## src/bdec_pkg.sv

```systemverilog
// Purpose: Shared constants and types for the board address decoder.
// Assumes: 8-bit CPU with 16-bit memory space and 8-bit I/O space.
// Notes:   Offsets and reset values live here; the one-cycle EPROM wait is set by the decoder's ST_WAIT state.
`default_nettype none
package bdec_pkg;
    // On-board EPROM window ends, by installed part size
    localparam logic [15:0] ROM_END_4K   = 16'h0fff;
    localparam logic [15:0] ROM_END_8K   = 16'h1fff;
    localparam logic [15:0] ROM_END_16K  = 16'h3fff;
    localparam logic [15:0] ROM_END_32K  = 16'h7fff;
    // On-board RAM window start inside its 16K segment
    localparam logic [13:0] RAM_OFS_DEF  = 14'h3000;
    localparam logic [13:0] RAM_OFS_EXP  = 14'h2000;
    localparam logic [1:0]  RAM_SEG_DEF  = 2'h0;
    // I/O addresses
    localparam logic [7:0]  PIC_PORT_A   = 8'hd8;
    localparam logic [7:0]  PIC_PORT_B   = 8'hd9;
    localparam logic [7:0]  PIC_ALIAS_A  = 8'hda;
    localparam logic [7:0]  PIC_ALIAS_B  = 8'hdb;
    localparam logic [7:0]  CNT_CH0_PORT = 8'hdc;
    localparam logic [7:0]  CNT_CH1_PORT = 8'hdd;
    localparam logic [7:0]  BAUD_FACTOR_PORT = 8'hde;
    localparam logic [7:0]  CNT_CTRL_PORT = 8'hdf;
    localparam logic [7:0]  BOARD_CTRL_PORT = 8'hd4;
    // Board control bits and reset value
    localparam int          CTRL_BANK_BIT = 0;
    localparam int          CTRL_ROM_BIT  = 1;
    localparam logic [7:0]  CTRL_RESET    = 8'h02;
    // Interrupt controller fields and reset values
    localparam int          PIC_ISR_BIT   = 0;
    localparam int          PIC_POLL_BIT  = 2;
    localparam int          PIC_INIT_BIT  = 4;
    localparam logic [7:0]  PIC_MASK_RESET = 8'hff;
    localparam logic [7:0]  PIC_BLOCK_RESET = 8'h00;
    localparam logic [7:0]  PIC_CMD_RESET = 8'h00;
    // Counter control word channel field
    localparam int          CW_SEL_LSB    = 6;
    // Fixed CPU interrupt vectors
    localparam logic [7:0]  VEC_TRAP = 8'h24;
    localparam logic [7:0]  VEC_R75  = 8'h3c;
    localparam logic [7:0]  VEC_R65  = 8'h34;
    localparam logic [7:0]  VEC_R55  = 8'h2c;
    // Counter reference and core rates
    localparam int          REF_CLK_HZ  = 1075200;
    localparam int          CORE_CLK_HZ = 200000000;
    localparam int          ROM_WAIT_CYCLES = 1;

    typedef enum logic [1:0] {ST_IDLE = 2'b00, ST_WAIT = 2'b01, ST_ACK = 2'b11} bdec_state_t;
    typedef struct packed {
        logic [15:0] addr;
        logic        is_io;
        logic        is_write;
        logic [7:0]  wdata;
    } bdec_req_t;
    typedef struct packed {
        logic rom;
        logic ram;
        logic sysbus;
        logic timer;
        logic pic;
        logic board;
    } bdec_sel_t;
    typedef struct packed {
        logic [1:0] rom_size;
        logic       rom_fast;
        logic       ram_exp;
        logic [1:0] ram_seg;
        logic [1:0] bank_jmp;
        logic       rom_jmp;
    } bdec_strap_t;
endpackage
`default_nettype wire

```

## src/bdec_top.sv

```systemverilog
// Purpose: Board address decode: memory windows, wait states, I/O selects,
//          two-write counter loads, interrupt register steering, vectors.
// Assumes: One CPU request outstanding; straps and interrupt pins are async.
// Notes:   Peripheral cores sit outside; this block holds their port state.
// Behaviour
// - Slow EPROM from zero, sized, one wait
// - Fast EPROM up to 7FFF, no wait
// - RAM 3000-3FFF, 2000-3FFF when expanded
// - RAM relocatable to any 16K segment top
// - Bank select bit qualified by two jumpers
// - ROM select off disables EPROM decode
// - Counter ports DC, DD, DE, control DF
// - DE holds 16-bit baud factor
// - Interrupt controller at D8/DA and D9/DB
// - Shared port register chosen by sequence, bit
// - Four fixed vectors, only trap unmaskable
// - Channel two drives the baud generator
// - Counter clock from 1.0752 MHz reference
`timescale 1ns/1ps
`default_nettype none
module bdec_top
    import bdec_pkg::*;
(
    input  wire logic        core_clk,
    input  wire logic        rst,
    input  wire logic        req_valid,
    input  wire bdec_req_t   req,
    output logic             req_ack,
    output logic [7:0]       rdata,
    output bdec_sel_t        sel,
    output logic             bank_a16,
    input  wire bdec_strap_t strap_pins,
    input  wire logic [7:0]  pic_request,
    input  wire logic [7:0]  pic_in_service,
    output logic [7:0]       irq_mask,
    output logic [7:0]       irq_vector_block_base,
    output logic [7:0]       irq_command,
    output logic [15:0]      baud_factor,
    output logic [2:0]       count_loaded,
    output logic             timer_clk_tick,
    input  wire logic [3:0]  cpu_int_pins,
    input  wire logic [2:0]  cpu_int_mask,
    output logic             vec_valid,
    output logic [7:0]       vec_addr
);
    ////////////////////////////////////////////////////////////////////////
    // Pin synchronisers: straps and interrupt pins are asynchronous
    localparam int SYNC_W = $bits(bdec_strap_t) + 4;
    logic [SYNC_W-1:0] sync_a;
    logic [SYNC_W-1:0] sync_b;
    bdec_strap_t       strap;
    logic [3:0]        int_s;

    always_ff @(posedge core_clk) begin
        if (rst) begin
            sync_a <= '0;
            sync_b <= '0;
        end else begin
            sync_a <= {strap_pins, cpu_int_pins};
            sync_b <= sync_a;
        end
    end
    assign strap = bdec_strap_t'(sync_b[SYNC_W-1:4]);
    assign int_s = sync_b[3:0];
    ////////////////////////////////////////////////////////////////////////
    // Memory decode
    logic [7:0]  board_ctrl;
    logic        rom_enabled;
    logic [15:0] rom_end;
    logic [13:0] ram_ofs;
    logic        hit_rom;
    logic        hit_ram;
    logic        rom_needs_wait;
    assign rom_enabled = !(strap.rom_jmp && !board_ctrl[CTRL_ROM_BIT]);
    assign rom_end = strap.rom_fast ? ROM_END_32K :
                     (strap.rom_size == 2'd0) ? ROM_END_4K :
                     (strap.rom_size == 2'd1) ? ROM_END_8K : ROM_END_16K;
    assign ram_ofs = strap.ram_exp ? RAM_OFS_EXP : RAM_OFS_DEF;
    // Segment jumper moves the window to the top of any 16K boundary
    assign hit_ram = !req.is_io && (req.addr[15:14] == strap.ram_seg)
                     && (req.addr[13:0] >= ram_ofs);
    // RAM wins an overlap so a relocated window stays usable
    assign hit_rom = !req.is_io && rom_enabled && !hit_ram && (req.addr <= rom_end);
    assign rom_needs_wait = hit_rom && !strap.rom_fast;
    ////////////////////////////////////////////////////////////////////////
    // I/O decode; the interrupt controller answers on both aliases
    logic [7:0] io_a;
    logic       hit_pic_a;
    logic       hit_pic_b;
    logic       hit_cnt_data;
    logic       hit_cnt_ctrl;
    logic       hit_board;
    logic       hit_timer;
    logic       hit_pic;
    logic [1:0] cnt_ch;
    bdec_sel_t  next_sel;
    assign io_a         = req.addr[7:0];
    assign hit_pic_a    = req.is_io && ((io_a == PIC_PORT_A) || (io_a == PIC_ALIAS_A));
    assign hit_pic_b    = req.is_io && ((io_a == PIC_PORT_B) || (io_a == PIC_ALIAS_B));
    assign hit_cnt_data = req.is_io && (io_a >= CNT_CH0_PORT) && (io_a <= BAUD_FACTOR_PORT);
    assign hit_cnt_ctrl = req.is_io && (io_a == CNT_CTRL_PORT);
    assign hit_board    = req.is_io && (io_a == BOARD_CTRL_PORT);
    assign cnt_ch       = io_a[1:0];
    assign hit_timer    = hit_cnt_data || hit_cnt_ctrl;
    assign hit_pic      = hit_pic_a || hit_pic_b;
    // Anything no local window claims goes out to the system bus
    assign next_sel = '{rom: hit_rom, ram: hit_ram, timer: hit_timer, pic: hit_pic, board: hit_board,
                        sysbus: !(hit_rom || hit_ram || hit_timer || hit_pic || hit_board)};
    ////////////////////////////////////////////////////////////////////////
    // Request sequencing: take, optional EPROM wait, acknowledge
    bdec_state_t state;
    bdec_state_t next_state;
    logic        take;
    assign take    = (state == ST_IDLE) && req_valid;
    assign req_ack = (state == ST_ACK);
    always_comb begin
        next_state = state;
        case (state)
            ST_IDLE: begin
                if (req_valid) begin
                    next_state = rom_needs_wait ? ST_WAIT : ST_ACK;
                end
            end
            ST_WAIT: next_state = ST_ACK;
            ST_ACK:  next_state = ST_IDLE;
            default: next_state = ST_IDLE;
        endcase
    end

    // Selects stand from the take edge until the acknowledge ends
    always_ff @(posedge core_clk) begin
        if (rst) begin
            state <= ST_IDLE;
            sel   <= '0;
        end else begin
            state <= next_state;
            sel   <= take ? next_sel : (req_ack ? '0 : sel);
        end
    end

    ////////////////////////////////////////////////////////////////////////
    // Board control port: bank select and on-board ROM select
    logic wr_io;
    logic rd_io;
    assign wr_io = take && req.is_write;
    assign rd_io = take && !req.is_write;
    always_ff @(posedge core_clk) begin
        if (rst) begin
            board_ctrl <= CTRL_RESET;
        end else if (wr_io && hit_board) begin
            board_ctrl <= req.wdata;
        end
    end
    assign bank_a16 = board_ctrl[CTRL_BANK_BIT] && (&strap.bank_jmp);
    ////////////////////////////////////////////////////////////////////////
    // Counter data ports: byte pointer pairs two writes into one count
    logic [15:0] count_val [3];
    logic [2:0]  byte_hi;
    logic [1:0]  cw_ch;
    assign cw_ch = req.wdata[CW_SEL_LSB +: 2];
    generate
        for (genvar i = 0; i < 3; i++) begin : g_cnt
            logic hit_i;
            assign hit_i = hit_cnt_data && (cnt_ch == 2'(i));
            always_ff @(posedge core_clk) begin
                if (rst) begin
                    count_val[i]    <= '0;
                    byte_hi[i]      <= 1'b0;
                    count_loaded[i] <= 1'b0;
                end else begin
                    count_loaded[i] <= wr_io && hit_i && byte_hi[i];
                    if (wr_io && hit_cnt_ctrl && (cw_ch == 2'(i))) begin
                        byte_hi[i] <= 1'b0;             // Control word restarts pairing
                    end else if (take && hit_i) begin
                        byte_hi[i] <= !byte_hi[i];
                    end
                    if (wr_io && hit_i && !byte_hi[i]) begin
                        count_val[i][7:0] <= req.wdata;
                    end
                    if (wr_io && hit_i && byte_hi[i]) begin
                        count_val[i][15:8] <= req.wdata;
                    end
                end
            end
        end
    endgenerate
    // Channel two doubles as the serial baud generator
    assign baud_factor = count_val[2];
    // Counter clock enable from a phase accumulator at the reference rate
    logic [27:0] phase;
    logic [28:0] phase_sum;
    assign phase_sum = {1'b0, phase} + 29'(REF_CLK_HZ);
    always_ff @(posedge core_clk) begin
        if (rst) begin
            phase          <= '0;
            timer_clk_tick <= 1'b0;
        end else if (phase_sum >= 29'(CORE_CLK_HZ)) begin
            phase          <= 28'(phase_sum - 29'(CORE_CLK_HZ));
            timer_clk_tick <= 1'b1;
        end else begin
            phase          <= phase_sum[27:0];
            timer_clk_tick <= 1'b0;
        end
    end

    ////////////////////////////////////////////////////////////////////////
    // Interrupt controller ports: shared addresses steered by sequence
    logic       block_armed;
    logic       poll_armed;
    logic [7:0] poll_status;
    logic       any_req;
    logic [2:0] top_req;

    // Lowest numbered request is highest priority in the poll word
    always_comb begin
        top_req = 3'd0;
        for (int j = 7; j >= 0; j--) begin
            if (pic_request[j]) begin
                top_req = 3'(j);
            end
        end
    end
    assign any_req     = |pic_request;
    assign poll_status = {any_req, 4'h0, top_req};
    always_ff @(posedge core_clk) begin
        if (rst) begin
            irq_command           <= PIC_CMD_RESET;
            irq_mask              <= PIC_MASK_RESET;
            irq_vector_block_base <= PIC_BLOCK_RESET;
            block_armed           <= 1'b0;
            poll_armed            <= 1'b0;
        end else begin
            if (wr_io && hit_pic_a) begin
                irq_command <= req.wdata;
                block_armed <= req.wdata[PIC_INIT_BIT];
                poll_armed  <= req.wdata[PIC_POLL_BIT];
            end else if (rd_io && hit_pic_a) begin
                poll_armed  <= 1'b0;               // Poll answer is given once
            end
            if (wr_io && hit_pic_b) begin
                if (block_armed) begin
                    irq_vector_block_base <= req.wdata;
                    block_armed           <= 1'b0;
                end else begin
                    irq_mask <= req.wdata;
                end
            end
        end
    end

    ////////////////////////////////////////////////////////////////////////
    // Read data, captured at the take edge
    logic [7:0] next_rdata;
    logic [7:0] cnt_rd;
    assign cnt_rd = byte_hi[cnt_ch] ? count_val[cnt_ch][15:8] : count_val[cnt_ch][7:0];
    assign next_rdata = (hit_pic_a && poll_armed) ? poll_status :
                        hit_pic_a ? (irq_command[PIC_ISR_BIT] ? pic_in_service : pic_request) :
                        hit_pic_b ? irq_mask :
                        hit_cnt_data ? cnt_rd :
                        hit_board ? board_ctrl : 8'h00;

    always_ff @(posedge core_clk) begin
        if (rst) begin
            rdata <= '0;
        end else if (rd_io) begin
            rdata <= next_rdata;
        end
    end

    ////////////////////////////////////////////////////////////////////////
    // Direct CPU interrupt vectors: bit 3 trap, 2..0 maskable levels
    logic [2:0] int_live;
    assign int_live = int_s[2:0] & ~cpu_int_mask;
    always_ff @(posedge core_clk) begin
        if (rst) begin
            vec_valid <= 1'b0;
            vec_addr  <= '0;
        end else begin
            vec_valid <= int_s[3] || (|int_live);
            vec_addr  <= int_s[3] ? VEC_TRAP :
                         int_live[2] ? VEC_R75 :
                         int_live[1] ? VEC_R65 :
                         int_live[0] ? VEC_R55 : 8'h00;
        end
    end
endmodule // bdec_top
`default_nettype wire

```

## config.mk

```make
export PLATFORM = sky130hd
export DESIGN_NAME = bdec_top
export DESIGN_NICKNAME = d
export VERILOG_FILES = /design/src/bdec_pkg.sv /design/src/bdec_top.sv
export SDC_FILE = /design/constraint.sdc
export NUM_CORES = 1
export LEC_CHECK = 0
export BUFFER_PORTS_ARGS = -buffer_cell sky130_fd_sc_hd__buf_2
export CAP_MARGIN = 0
export CORE_MARGIN = 3
export CORE_UTILIZATION = 60
export CTS_BUF_LIST = sky130_fd_sc_hd__clkbuf_2 sky130_fd_sc_hd__clkbuf_4 sky130_fd_sc_hd__clkbuf_8
export DETAILED_ROUTE_END_ITERATION = 16
export PLACE_DENSITY_LB_ADDON = 0.15
export SYNTH_ARGS = -nofsm -noshare
export SYNTH_HDL_FRONTEND = slang
export SYNTH_SLANG_ARGS = --single-unit
```

## constraint.sdc

```tcl
create_clock -name core_clk -period 4.2 [get_ports core_clk]
set_clock_uncertainty 0.1 [all_clocks]
set_input_delay 0.63 -clock core_clk [delete_from_list [all_inputs] [get_ports core_clk]]
set_output_delay 0.63 -clock core_clk [all_outputs]
set_load 0.02 [all_outputs]
```

==> flow_summary.toml <==
[sta]
setup_slack_ns = 0.878
slew_viol_final = 0
fin_tns_setup_ns = 0
final-hold-violation-count = 0
finalCritPeriodShare = 0.791
post-route-min-period_ns = 3.32
setup_violations = 0
rsz0062_at_grt = "no"
fmax_mhz = 301
tightest_slew_ns = 1.09
slew_headroom = 0.271

[logic_synthesis]
synth-seq-cells = 153
synth_top_area_share = 0.287
netlist_area_um2 = 7340
async_flop_share = 0
syn_inst = 743
synth_ff_type = "dfxtp_1"
yosysMostFrequentCell = "dfxtp_1"
synth_common_cells = "dfxtp_1 (105), nand2_1 (68), and2_1 (54)"
synth_area_leaders = "dfxtp_1 (29%), edfxtp_1 (20%), mux2i_1 (4.6%)"
syn_avg_cell_area_um2 = 9.87
synth_cell_type_count = 70
synth_warnings = 0
yosysSeqAreaShare = 0.483
synth_edf_count = 48
yosys.area.top_type = "dfxtp_1"

[floorplanning]
coreArea_um2 = 11700
die_width_um = 117
rows = 39
dieHeight_um = 117
die-area_um2 = 13600
start_util = 0.629
ios = 130

[power_and_ir_drop]
internal_power_uw = 2260
p_comb_frac = 0.103
p_clk_frac = 0.370
p_per_area_nw_per_um2 = 368
vdd_drop_max_uv = 298
p_sw_uw = 809
p_sw_frac = 0.263
cellLeakagePower_uw = 0.00321
p_seq_frac = 0.526

[clock_network]
path_clk_slew_ns = 0.08
tritoncts = "yes"
numCtsBuffers = 17
cts_resized = 0
cts.path.max_buffers = 2
cts.sinks = 153
root_buffer = "clkbuf_8"
clk_latency_ns = 0.45
htreeDepth = 4
cts_hold_buf = 0
post-cts-setup-buffer-count = 0

[worst_setup_path]
r2r_start = "phase[11]"
critical_path.top_delay_family = "compound AO/OA/AOI/OAI gates"
required_ns = 4.45
cp-end-kind = "flop"
cp_max_fo = 19
crit_path_cell_trace = "ha_1 > o31a_4 > a21oi_2 > nor2_1 > xnor2_2 > nor4b_4 > a31o_1 > a21oi_1 > a31o_2"
path_buf_inv = 0
cp-start-kind = "flop"
rr_worst_depth = 9
cp_slowest_cell = "a31o_1"
crit_arrival_ns = 3.57
cp.depth = 9
startpoint = "phase[11]"
critPathKind = "flop to flop"
cpPeakStageDelay_ns = 0.64

[global_routing]
grt_usage = 0.281
grt_pass1_wl_um = 29400
overflow = 0
antenna_found_initial = 0
grt_pass1_vias = 5872
grt_max_degree = 63

[route]
drtPass1Iterations = 6
wl_per_cell_um = 18.3
drt_wl_total_um = 18300
ant_nets = 0
vias_per_cell = 6.04
route.vias.total = 6032
drtIter0Drc = 552
drc_errors = 0

[hold_path]
min_path_type = "input pin to flop"
min_path_cells = 2
hp-start = "cpu_int_pins[2]"

[placed_design]
preCtsSetupSlack_ns = 0.740
dp_hpwl_um = 13400
gp_congestion = 0.870
port-buffer-count = 125

[cells_and_area]
utilization = 0.715
fin_nets = 911
area_delta_synth_final_pct = 13.6
drive_gt1_frac = 0.225
n_antenna_cell = 0

[flow_run]
cap_violations = 0

[status]
status = "complete, no violations"
==> cells in the final DEF, fill, tap and decap left out, types with 18 or more instances in the layout <==
cell      instances
nand3_1          19
dfxtp_1         105
edfxtp_1         48
nand2b_1         18
mux2i_1          34
nor2_1           45
clkbuf_8         19
o21ai_0          23
a21oi_1          47
nor2b_1          30
nor3_1           26
and2_1           54
buf_2           124
nand2_1          68
==> state kept, by name, summed over array words and instances (netlist names), 3 cells and up <==
signal                 count
irq_command                8
irq_mask                   8
phase                     19
rdata                      8
count_val                 48
sel                        6
count_loaded               3
board_ctrl                 8
sync_a                    13
irq_vector_block_base      8
byte_hi                    3
sync_b                    13
==> per-layer routing <==
metal / GRT usage / wire (um)
met2: 0.452 / 8710
met4: 0.106 / 509
met5: 0 / 0
met3: 0.0793 / 1680
met1: 0.363 / 7390
==> logic make-up (layout without fill, tap and decap cells) <==
family / Yosys count / count (layout) / synth area share
AO/OA/AOI/OAI: 134 / 134 / 0.124
XOR/XNOR: 24 / 24 / 0.0317
adder cells (fa/ha/maj): 7 / 7 / 0.0119
buffers and inverters: 64 / 174 / 0.0418
flip-flops: 153 / 153 / 0.483
multiplexers: 42 / 42 / 0.0694
other: 1 / 4 / 0.000511
AND/OR/NAND/NOR: 318 / 318 / 0.237
==> layout make-up <==
| class | count | area, um^2 |
|---|---|---|
| clock inverters | 12 | 138 |
| inverters | 13 | 48.8 |
| fillers | 876 | 3330 |
| repair buffers | 129 | 658 |
| clock buffers | 20 | 267 |
| well taps | 143 | 179 |
| flip-flops and latches | 153 | 3540 |
| multi-input cells | 529 | 3500 |
==> worst paths after layout <==
path                     to  slack [ns]
hold / removal    sync_a[2]        0.28
setup reg to reg  phase[21]        0.88
hold reg to reg   sync_b[0]        0.34
setup / recovery  phase[21]        0.88
==> power by group through the flow <==
stage                     clock, uW  sequential [uW]  combinational (uW)
after floorplan                   0             1630                 235
after global placement            0             1650                 304
after detailed placement          0             1650                 314
after CTS                      1150             1610                 316
after global routing           1220             1620                 349
final                          1140             1620                 317
==> per-stage QoR <==
stage	total power [uW]	hold WS, ns	instance area, um^2	instances
finish	3070	0.278	8340	999
global route	3190	0.249	8340	999
CTS	3080	0.251	8340	999
detailed placement	1960	0.326	7930	967
global placement	1950	0.318	7930	967
floorplan	1870	0.314	7350	746
Note: power is estimated with default switching activity, not from simulation.
